File: src/hdl/status_reporting_regs.vh
// register offsets, field positions and reset values of the status reporting block
`ifndef STATUS_REPORTING_REGS_VH
`define STATUS_REPORTING_REGS_VH

// ============================================================
// widths
`define SR_STD_W            8
`define SR_SET_W            16
`define SR_ADDR_W           8

// ============================================================
// byte offsets of the registers
`define SR_ADDR_STATUS_BYTE 8'h00
`define SR_ADDR_SRQ_ENABLE  8'h04
`define SR_ADDR_STD_EVENT   8'h08
`define SR_ADDR_STD_ENABLE  8'h0C
`define SR_ADDR_OP_COND     8'h10
`define SR_ADDR_OP_EVENT    8'h14
`define SR_ADDR_OP_ENABLE   8'h18
`define SR_ADDR_QUES_COND   8'h1C
`define SR_ADDR_QUES_EVENT  8'h20
`define SR_ADDR_QUES_ENABLE 8'h24
`define SR_ADDR_CLEAR_STAT  8'h28

// ============================================================
// status byte field positions
`define SR_BIT_OP_SUM       7
`define SR_BIT_MASTER       6
`define SR_BIT_STD_SUM      5
`define SR_BIT_MSG_AVAIL    4
`define SR_BIT_QUES_SUM     3

// ============================================================
// writable bits of the service request mask (master bit excluded)
`define SR_SRQ_WR_MASK      8'hB8

// ============================================================
// reset values
`define SR_RST_STD          8'h00
`define SR_RST_SET          16'h0000
`define SR_RST_DATA         32'h0000_0000

`endif

File: src/hdl/status_reporting.v
// status byte, service request mask and three event register sets behind a wishbone slave
//
// The Wishbone interface to the registers and the address map were decided locally.
`timescale 1ns/10ps
`default_nettype none
`include "status_reporting_regs.vh"

// Function
// [RULE1] read-only status byte, not latched, holding every set's summary bit
// [RULE2] master summary flag set when any summary bit meets its mask bit
// [RULE3] service request mask is writable and reads back
// [RULE4] operation and questionable sets have condition registers; standard set has none
// [RULE5] condition registers show live status, never latched, read-only
// [RULE6] event bit latches on its event; repeats while set change nothing
// [RULE7] event bits hold until clearing read or clear-status; never written
// [RULE8] set summary bit high when any event bit meets its enable bit
// [RULE9] every enable register is writable and reads back
// [RULE10] a read returns the binary weighted value of the set bits
// [RULE11] only enable registers accept writes, value is the weighted bit sum
// [RULE12] writing zero clears an enable; all enables clear at power-on
// [RULE13] reading the standard event register returns it and then clears it
// [RULE14] clear-status clears every event register, dropping all summary bits
// [RULE15] nothing clears the status byte directly; summaries fall with their events
// [RULE16] power-on clears event registers; status byte has no summary bits
// [RULE17] byte layout: op 7, master 6, standard 5, message 4, questionable 3
// [RULE18] reading the status byte does not clear the master summary flag
// [RULE19] message-available follows the output buffer holding a message
// [RULE20] an event in the cycle of a clear leaves its bit set
// [RULE21] summaries derive from current event and enable contents, next cycle
module status_reporting (
    input  wire                     clk_i,
    input  wire                     rst_i,
    // wishbone classic slave
    input  wire                     wb_cyc_i,
    input  wire                     wb_stb_i,
    input  wire                     wb_we_i,
    input  wire [`SR_ADDR_W-1:0]    wb_adr_i,
    input  wire [3:0]               wb_sel_i,
    input  wire [31:0]              wb_dat_i,
    output wire [31:0]              wb_dat_o,
    output wire                     wb_ack_o,
    // instrument side
    input  wire [`SR_STD_W-1:0]     std_event_i,
    input  wire [`SR_SET_W-1:0]     op_cond_i,
    input  wire [`SR_SET_W-1:0]     ques_cond_i,
    input  wire                     message_available_flag_i,
    // status outputs
    output wire [7:0]               status_byte_o,
    output wire                     master_summary_flag_o
);

    // ============================================================
    // state
    reg  [31:0]             dat_reg;
    reg  [31:0]             dat_next;
    reg                     ack_reg;
    reg  [`SR_STD_W-1:0]    std_event_reg;
    reg  [`SR_STD_W-1:0]    std_enable_reg;
    reg  [7:0]              srq_enable_reg;
    reg  [`SR_SET_W-1:0]    op_cond_reg;
    reg  [`SR_SET_W-1:0]    op_event_reg;
    reg  [`SR_SET_W-1:0]    op_enable_reg;
    reg  [`SR_SET_W-1:0]    ques_cond_reg;
    reg  [`SR_SET_W-1:0]    ques_event_reg;
    reg  [`SR_SET_W-1:0]    ques_enable_reg;
    reg  [7:0]              status_byte_reg;
    reg                     master_reg;
    reg                     msg_avail_reg;

    // ============================================================
    // bus decode
    wire                    req_take;
    wire                    wr_take;
    wire                    rd_take;
    wire [15:0]             lane_mask;
    wire                    hit_status;
    wire                    hit_srq;
    wire                    hit_std_ev;
    wire                    hit_std_en;
    wire                    hit_op_cond;
    wire                    hit_op_ev;
    wire                    hit_op_en;
    wire                    hit_ques_cond;
    wire                    hit_ques_ev;
    wire                    hit_ques_en;
    wire                    hit_clear;

    assign req_take      = wb_cyc_i & wb_stb_i & ~ack_reg;
    assign wr_take       = req_take & wb_we_i;
    assign rd_take       = req_take & ~wb_we_i;
    assign lane_mask     = {{8{wb_sel_i[1]}}, {8{wb_sel_i[0]}}};

    assign hit_status    = (wb_adr_i == `SR_ADDR_STATUS_BYTE);
    assign hit_srq       = (wb_adr_i == `SR_ADDR_SRQ_ENABLE);
    assign hit_std_ev    = (wb_adr_i == `SR_ADDR_STD_EVENT);
    assign hit_std_en    = (wb_adr_i == `SR_ADDR_STD_ENABLE);
    assign hit_op_cond   = (wb_adr_i == `SR_ADDR_OP_COND);
    assign hit_op_ev     = (wb_adr_i == `SR_ADDR_OP_EVENT);
    assign hit_op_en     = (wb_adr_i == `SR_ADDR_OP_ENABLE);
    assign hit_ques_cond = (wb_adr_i == `SR_ADDR_QUES_COND);
    assign hit_ques_ev   = (wb_adr_i == `SR_ADDR_QUES_EVENT);
    assign hit_ques_en   = (wb_adr_i == `SR_ADDR_QUES_ENABLE);
    assign hit_clear     = (wb_adr_i == `SR_ADDR_CLEAR_STAT);

    // ============================================================
    // clear requests for the event registers
    wire                    clear_status;
    wire                    clr_std;
    wire                    clr_op;
    wire                    clr_ques;

    assign clear_status  = wr_take & hit_clear;                  // [RULE14]
    assign clr_std       = clear_status | (rd_take & hit_std_ev); // [RULE13]
    assign clr_op        = clear_status | (rd_take & hit_op_ev);  // [RULE7]
    assign clr_ques      = clear_status | (rd_take & hit_ques_ev); // [RULE7]

    // ============================================================
    // event sources: condition rising edges for op and questionable sets
    wire [`SR_SET_W-1:0]    op_rise;
    wire [`SR_SET_W-1:0]    ques_rise;

    assign op_rise   = op_cond_i & ~op_cond_reg;
    assign ques_rise = ques_cond_i & ~ques_cond_reg;

    // ============================================================
    // summaries from current event and enable contents
    wire                    std_sum;
    wire                    op_sum;
    wire                    ques_sum;
    reg  [7:0]              status_next;

    assign std_sum  = |(std_event_reg & std_enable_reg);         // [RULE8]
    assign op_sum   = |(op_event_reg & op_enable_reg);           // [RULE8]
    assign ques_sum = |(ques_event_reg & ques_enable_reg);       // [RULE8]

    always @* begin
        status_next                       = 8'h00;
        status_next[`SR_BIT_OP_SUM]       = op_sum;              // [RULE17]
        status_next[`SR_BIT_STD_SUM]      = std_sum;             // [RULE17]
        status_next[`SR_BIT_MSG_AVAIL]    = msg_avail_reg;       // [RULE19]
        status_next[`SR_BIT_QUES_SUM]     = ques_sum;            // [RULE17]
        // master bit from summaries meeting the mask, never from itself
        status_next[`SR_BIT_MASTER]       = |(status_next & srq_enable_reg & `SR_SRQ_WR_MASK); // [RULE2]
    end

    // ============================================================
    // read data mux
    always @* begin
        dat_next = `SR_RST_DATA;
        if (rd_take) begin
            if (hit_status) begin
                dat_next[7:0] = status_byte_reg;                 // [RULE18]
            end else if (hit_srq) begin
                dat_next[7:0] = srq_enable_reg;                  // [RULE3]
            end else if (hit_std_ev) begin
                dat_next[`SR_STD_W-1:0] = std_event_reg;         // [RULE10]
            end else if (hit_std_en) begin
                dat_next[`SR_STD_W-1:0] = std_enable_reg;        // [RULE9]
            end else if (hit_op_cond) begin
                dat_next[`SR_SET_W-1:0] = op_cond_reg;           // [RULE5]
            end else if (hit_op_ev) begin
                dat_next[`SR_SET_W-1:0] = op_event_reg;          // [RULE10]
            end else if (hit_op_en) begin
                dat_next[`SR_SET_W-1:0] = op_enable_reg;         // [RULE9]
            end else if (hit_ques_cond) begin
                dat_next[`SR_SET_W-1:0] = ques_cond_reg;         // [RULE5]
            end else if (hit_ques_ev) begin
                dat_next[`SR_SET_W-1:0] = ques_event_reg;        // [RULE10]
            end else if (hit_ques_en) begin
                dat_next[`SR_SET_W-1:0] = ques_enable_reg;       // [RULE9]
            end
        end
    end

    // ============================================================
    // bus response: one wait state, ack for one cycle
    always @(posedge clk_i) begin
        if (rst_i) begin
            ack_reg <= 1'b0;
            dat_reg <= `SR_RST_DATA;
        end else begin
            ack_reg <= req_take;
            dat_reg <= dat_next;                                 // [RULE10]
        end
    end

    // ============================================================
    // enable registers, the only writable state
    always @(posedge clk_i) begin
        if (rst_i) begin
            srq_enable_reg  <= 8'h00;                            // [RULE12]
            std_enable_reg  <= `SR_RST_STD;                      // [RULE12]
            op_enable_reg   <= `SR_RST_SET;                      // [RULE12]
            ques_enable_reg <= `SR_RST_SET;                      // [RULE12]
        end else if (wr_take) begin
            if (hit_srq && wb_sel_i[0]) begin
                srq_enable_reg <= wb_dat_i[7:0] & `SR_SRQ_WR_MASK; // [RULE3]
            end
            if (hit_std_en && wb_sel_i[0]) begin
                std_enable_reg <= wb_dat_i[`SR_STD_W-1:0];       // [RULE11]
            end
            if (hit_op_en) begin
                op_enable_reg <= (op_enable_reg & ~lane_mask) | (wb_dat_i[15:0] & lane_mask); // [RULE11]
            end
            if (hit_ques_en) begin
                ques_enable_reg <= (ques_enable_reg & ~lane_mask) | (wb_dat_i[15:0] & lane_mask); // [RULE11]
            end
        end
    end

    // ============================================================
    // condition registers track the instrument every cycle
    always @(posedge clk_i) begin
        if (rst_i) begin
            op_cond_reg   <= `SR_RST_SET;
            ques_cond_reg <= `SR_RST_SET;
            msg_avail_reg <= 1'b0;
        end else begin
            op_cond_reg   <= op_cond_i;                          // [RULE4]
            ques_cond_reg <= ques_cond_i;                        // [RULE5]
            msg_avail_reg <= message_available_flag_i;           // [RULE19]
        end
    end

    // ============================================================
    // event registers: sticky, cleared by read or clear-status, set wins
    always @(posedge clk_i) begin
        if (rst_i) begin
            std_event_reg  <= `SR_RST_STD;                       // [RULE16]
            op_event_reg   <= `SR_RST_SET;                       // [RULE16]
            ques_event_reg <= `SR_RST_SET;                       // [RULE16]
        end else begin
            std_event_reg  <= (std_event_reg & {`SR_STD_W{~clr_std}}) | std_event_i;  // [RULE6] [RULE20]
            op_event_reg   <= (op_event_reg & {`SR_SET_W{~clr_op}}) | op_rise;        // [RULE6] [RULE20]
            ques_event_reg <= (ques_event_reg & {`SR_SET_W{~clr_ques}}) | ques_rise;  // [RULE6] [RULE20]
        end
    end

    // ============================================================
    // status byte, rebuilt every cycle, no clear path of its own
    always @(posedge clk_i) begin
        if (rst_i) begin
            status_byte_reg <= 8'h00;                            // [RULE16]
            master_reg      <= 1'b0;
        end else begin
            status_byte_reg <= status_next;                      // [RULE1] [RULE15] [RULE21]
            master_reg      <= status_next[`SR_BIT_MASTER];      // [RULE2] [RULE18]
        end
    end

    // ============================================================
    // outputs
    assign wb_dat_o              = dat_reg;
    assign wb_ack_o              = ack_reg;
    assign status_byte_o         = status_byte_reg;
    assign master_summary_flag_o = master_reg;

endmodule // status_reporting
`default_nettype wire

File: config.mk
export PLATFORM = sky130hd
export DESIGN_NAME = status_reporting
export DESIGN_NICKNAME = d
export VERILOG_FILES = /design/src/hdl/status_reporting.v
export VERILOG_INCLUDE_DIRS = /design/src /design/src/hdl
export SDC_FILE = /design/constraint.sdc
export NUM_CORES = 1
export LEC_CHECK = 0
export ABC_AREA = 1
export BUFFER_PORTS_ARGS = -buffer_cell sky130_fd_sc_hd__buf_2
export CORE_MARGIN = 8
export CORE_UTILIZATION = 58
export DETAILED_ROUTE_END_ITERATION = 7
export HOLD_SLACK_MARGIN = 0.15
export PLACE_DENSITY_LB_ADDON = 0.08
export REMOVE_ABC_BUFFERS = 1
export SETUP_SLACK_MARGIN = 0.3
export SYNTH_ARGS = -nofsm -noshare
export SYNTH_HDL_FRONTEND = slang
export SYNTH_SLANG_ARGS = --single-unit
File: constraint.sdc
create_clock -name clk_i -period 2.78 [get_ports clk_i]
set_clock_uncertainty 0.15 [all_clocks]
set_input_delay 0.278 -clock clk_i [delete_from_list [all_inputs] [get_ports clk_i]]
set_output_delay 0.278 -clock clk_i [all_outputs]
set_load 0.05 [all_outputs]
==> metrics.cfg <==
[run_status]
outcome=complete, no violations

[clocking]
cts_tree=done
cts_buffer_depth=2
cts.sinks=139
clock_latency_ps=520
cts_root_buf=clkbuf_8
cts_max_level=4
clk_pin_slew_ps=60
numCtsBuffers=17

[die]
start_util=0.591
fp.dieArea_um2=13900
core-area_um2=10200
fp.dieW_um=118
row_count=37
ioPinCount=132
die_h_um=118

[pwr]
worst_ir_drop_vdd_uv=425
swShare=0.216
seqPwrFrac=0.414
power_leakage_uw=0.00371
power.density_nw_per_um2=645
p_sw_uw=1110
p_comb_frac=0.076
p_clk_frac=0.510
internal_power_uw=4040

[hold_path]
worstHoldPathType=input pin to flip-flop
min_from=wb_adr_i[4]
holdPathEnd=wb_dat_o[6]$_SDFF_PP0_
hold-path-cell-count=6

[detailed_routing]
ant_nets=0
drtIter0Drc=518
wl_per_cell_um=15.9
drc=0
viasPerCell=5.41
vias=6020
wirelength_um=17600
drt-pass1-iter-count=7

[global_route]
grt_start_max_net_pins=78
grt_antenna_before_repair=0
track_usage=0.254
grt_pass1_wl_um=29000
grt_pass1_vias=6071
gr-total-overflow=0

[placement]
place.gp.congestion=0.891
dp_hpwl_um=11800
portBuffers=94

[logic_synthesis]
syn_area_um2=6010
yosysTopAreaCellShare=0.463
synth.ff_latch_count=139
synthTopCellsByArea=dfxtp_1 46%, nand2_1 8.2%, nor2_1 7.7%
netlist_instances=792
yosys_warnings=0
avgSynthCellArea_um2=7.59
synth_top_area_cell=dfxtp_1
synth_seq_area_share=0.463
synthDistinctLibCells=37

[sta]
slew_viol_final=0
period_needed_ps=2350
hold_viol=0
setup_viol=0
max-slew-margin-rel=0.331
tns_ps=0
max_freq_mhz=426
rsz0062_at_grt=false
period_share=0.844
worstMarginPinSlew_ps=999

[worst_setup_path]
reg2reg_depth=7
timing.rr.start=wb_ack_o$_SDFF_PP0_
cp_max_fo=77
r2r_setup_slack_ps=660
arrival_ps=2660
worstSetupPathType=input pin to flip-flop
startpoint_type=input pin
endpoint_kind=flip-flop
crit_required_ps=3100

[final_layout]
syn_to_final_growth_pct=32.9
layout.core_utilization=0.785
num-fill-cells=719
drive_gt1_frac=0.169
layout.nets=1054
antenna_cells=0

[run]
drv_cap=0

==> area by class of cell <==
class | instances | area, um2 | share of cell area
Clock buffer | 21 | 459 | 0.0574
Multi-Input combinational cell | 514 | 2590 | 0.325
Sequential cell | 139 | 2780 | 0.348
Tap cell | 136 | 170 | 0.0213
Inverter | 110 | 415 | 0.0520
Timing Repair Buffer | 182 | 1340 | 0.167
Clock inverter | 11 | 236 | 0.0296
==> layer usage <==
| layer | vias up | track usage | part of all wire |
|---|---|---|---|
| met5 | - | 0 | 0 |
| met2 | 291 | 0.444 | 0.49 |
| met4 | 0 | 0.131 | 0.043 |
| met3 | 58 | 0.0628 | 0.071 |
| li1 | 2896 | - | - |
| met1 | 2775 | 0.279 | 0.39 |
==> cells in the final DEF (no fill, tap or decap), types with 3 or more instances in the layout <==
master and instances:
a211oi_1 6, a21oi_1 41, a221oi_1 4, a22o_1 9, a32o_1 5, buf_2 94, buf_4 7, bufinv_16 7
clkbuf_16 16, clkbuf_8 4, conb_1 19, dfxtp_1 139, dlygate4sd3_1 80, inv_1 103, inv_2 5, nand2_1 131
nand3_1 40, nand3_2 3, nand4_1 14, nor2_1 123, nor2_2 6, nor2_4 6, o211ai_1 5, o21a_1 8
o21ai_0 44, o21ai_1 6, o31ai_1 28
==> how the worst max path moves through the flow <==
stage                                    from                endpoint  slack, ps
final                                   rst_i               flip-flop        430
after floorplan           wb_ack_o$_SDFF_PP0_               flip-flop        920
after global placement            wb_adr_i[7]  wb_dat_o[4]$_SDFF_PP0_        530
after CTS                               rst_i               flip-flop        420
after detailed placement          wb_adr_i[7]  wb_dat_o[5]$_SDFF_PP0_        460
after global routing                    rst_i               flip-flop        330
==> synth_stat cells, drive strengths merged <==
cell,n
a211oi,8
a21boi,1
a21oi,43
a221oi,4
a22o,9
a31oi,1
a32o,5
buf,34
clkbuf,13
conb,1
dfxtp,139
inv,110
nand2,133
nand3,45
nand4,14
nor2,136
nor3,4
o2111ai,1
o211ai,5
o21a,8
o21ai,50
o31ai,28
==> logic make-up (layout without fill, tap and decap cells) <==
| kind of cell | after synthesis | count (layout) | synth area share |
|---|---|---|---|
| AND/OR/NAND/NOR | 332 | 332 | 0.247 |
| AO/OA/AOI/OAI | 163 | 163 | 0.172 |
| buffers and inverters | 157 | 324 | 0.117 |
| flip-flops | 139 | 139 | 0.463 |
| other | 1 | 19 | 0.000623 |
==> power by group through the flow <==
stage	combinational [uW]	clock, uW	sequential, uW
5_1_grt	427	2740	2140
2_1_floorplan	183	0	2160
3_3_place_gp	293	0	2170
6_report	393	2630	2130
4_1_cts	383	2650	2130
3_5_place_dp	302	0	2170
==> worst max-delay path: stages <==
cell and delay (ps):
dlygate4sd3_1 530, buf_2 290, clkinv_1 110, buf_6 430, o21ai_0 200, a21oi_1 170, dlygate4sd3_1 570
==> repair_timing <==
item | 4_1_cts | 5_1_grt
setup buffers | 0 | 2
gates resized for setup | 0 | 1
endpoints found under the setup margin | 0 | 4
hold endpoints to repair | 124 | 0
hold buffers | 80 | 0
==> through the flow <==
step / total power [uW] / setup slack, ps / area [um2] / instances / hold slack (ps)
floorplan: 2340 / 920 / 5790 / 763 / 197
global placement: 2460 / 527 / 6480 / 999 / 261
detailed placement: 2480 / 456 / 6480 / 999 / 263
CTS: 5170 / 415 / 7980 / 1111 / 153
global route: 5310 / 334 / 7990 / 1113 / 212
finish: 5160 / 433 / 7990 / 1113 / 172
(Power assumes the default switching activity.)
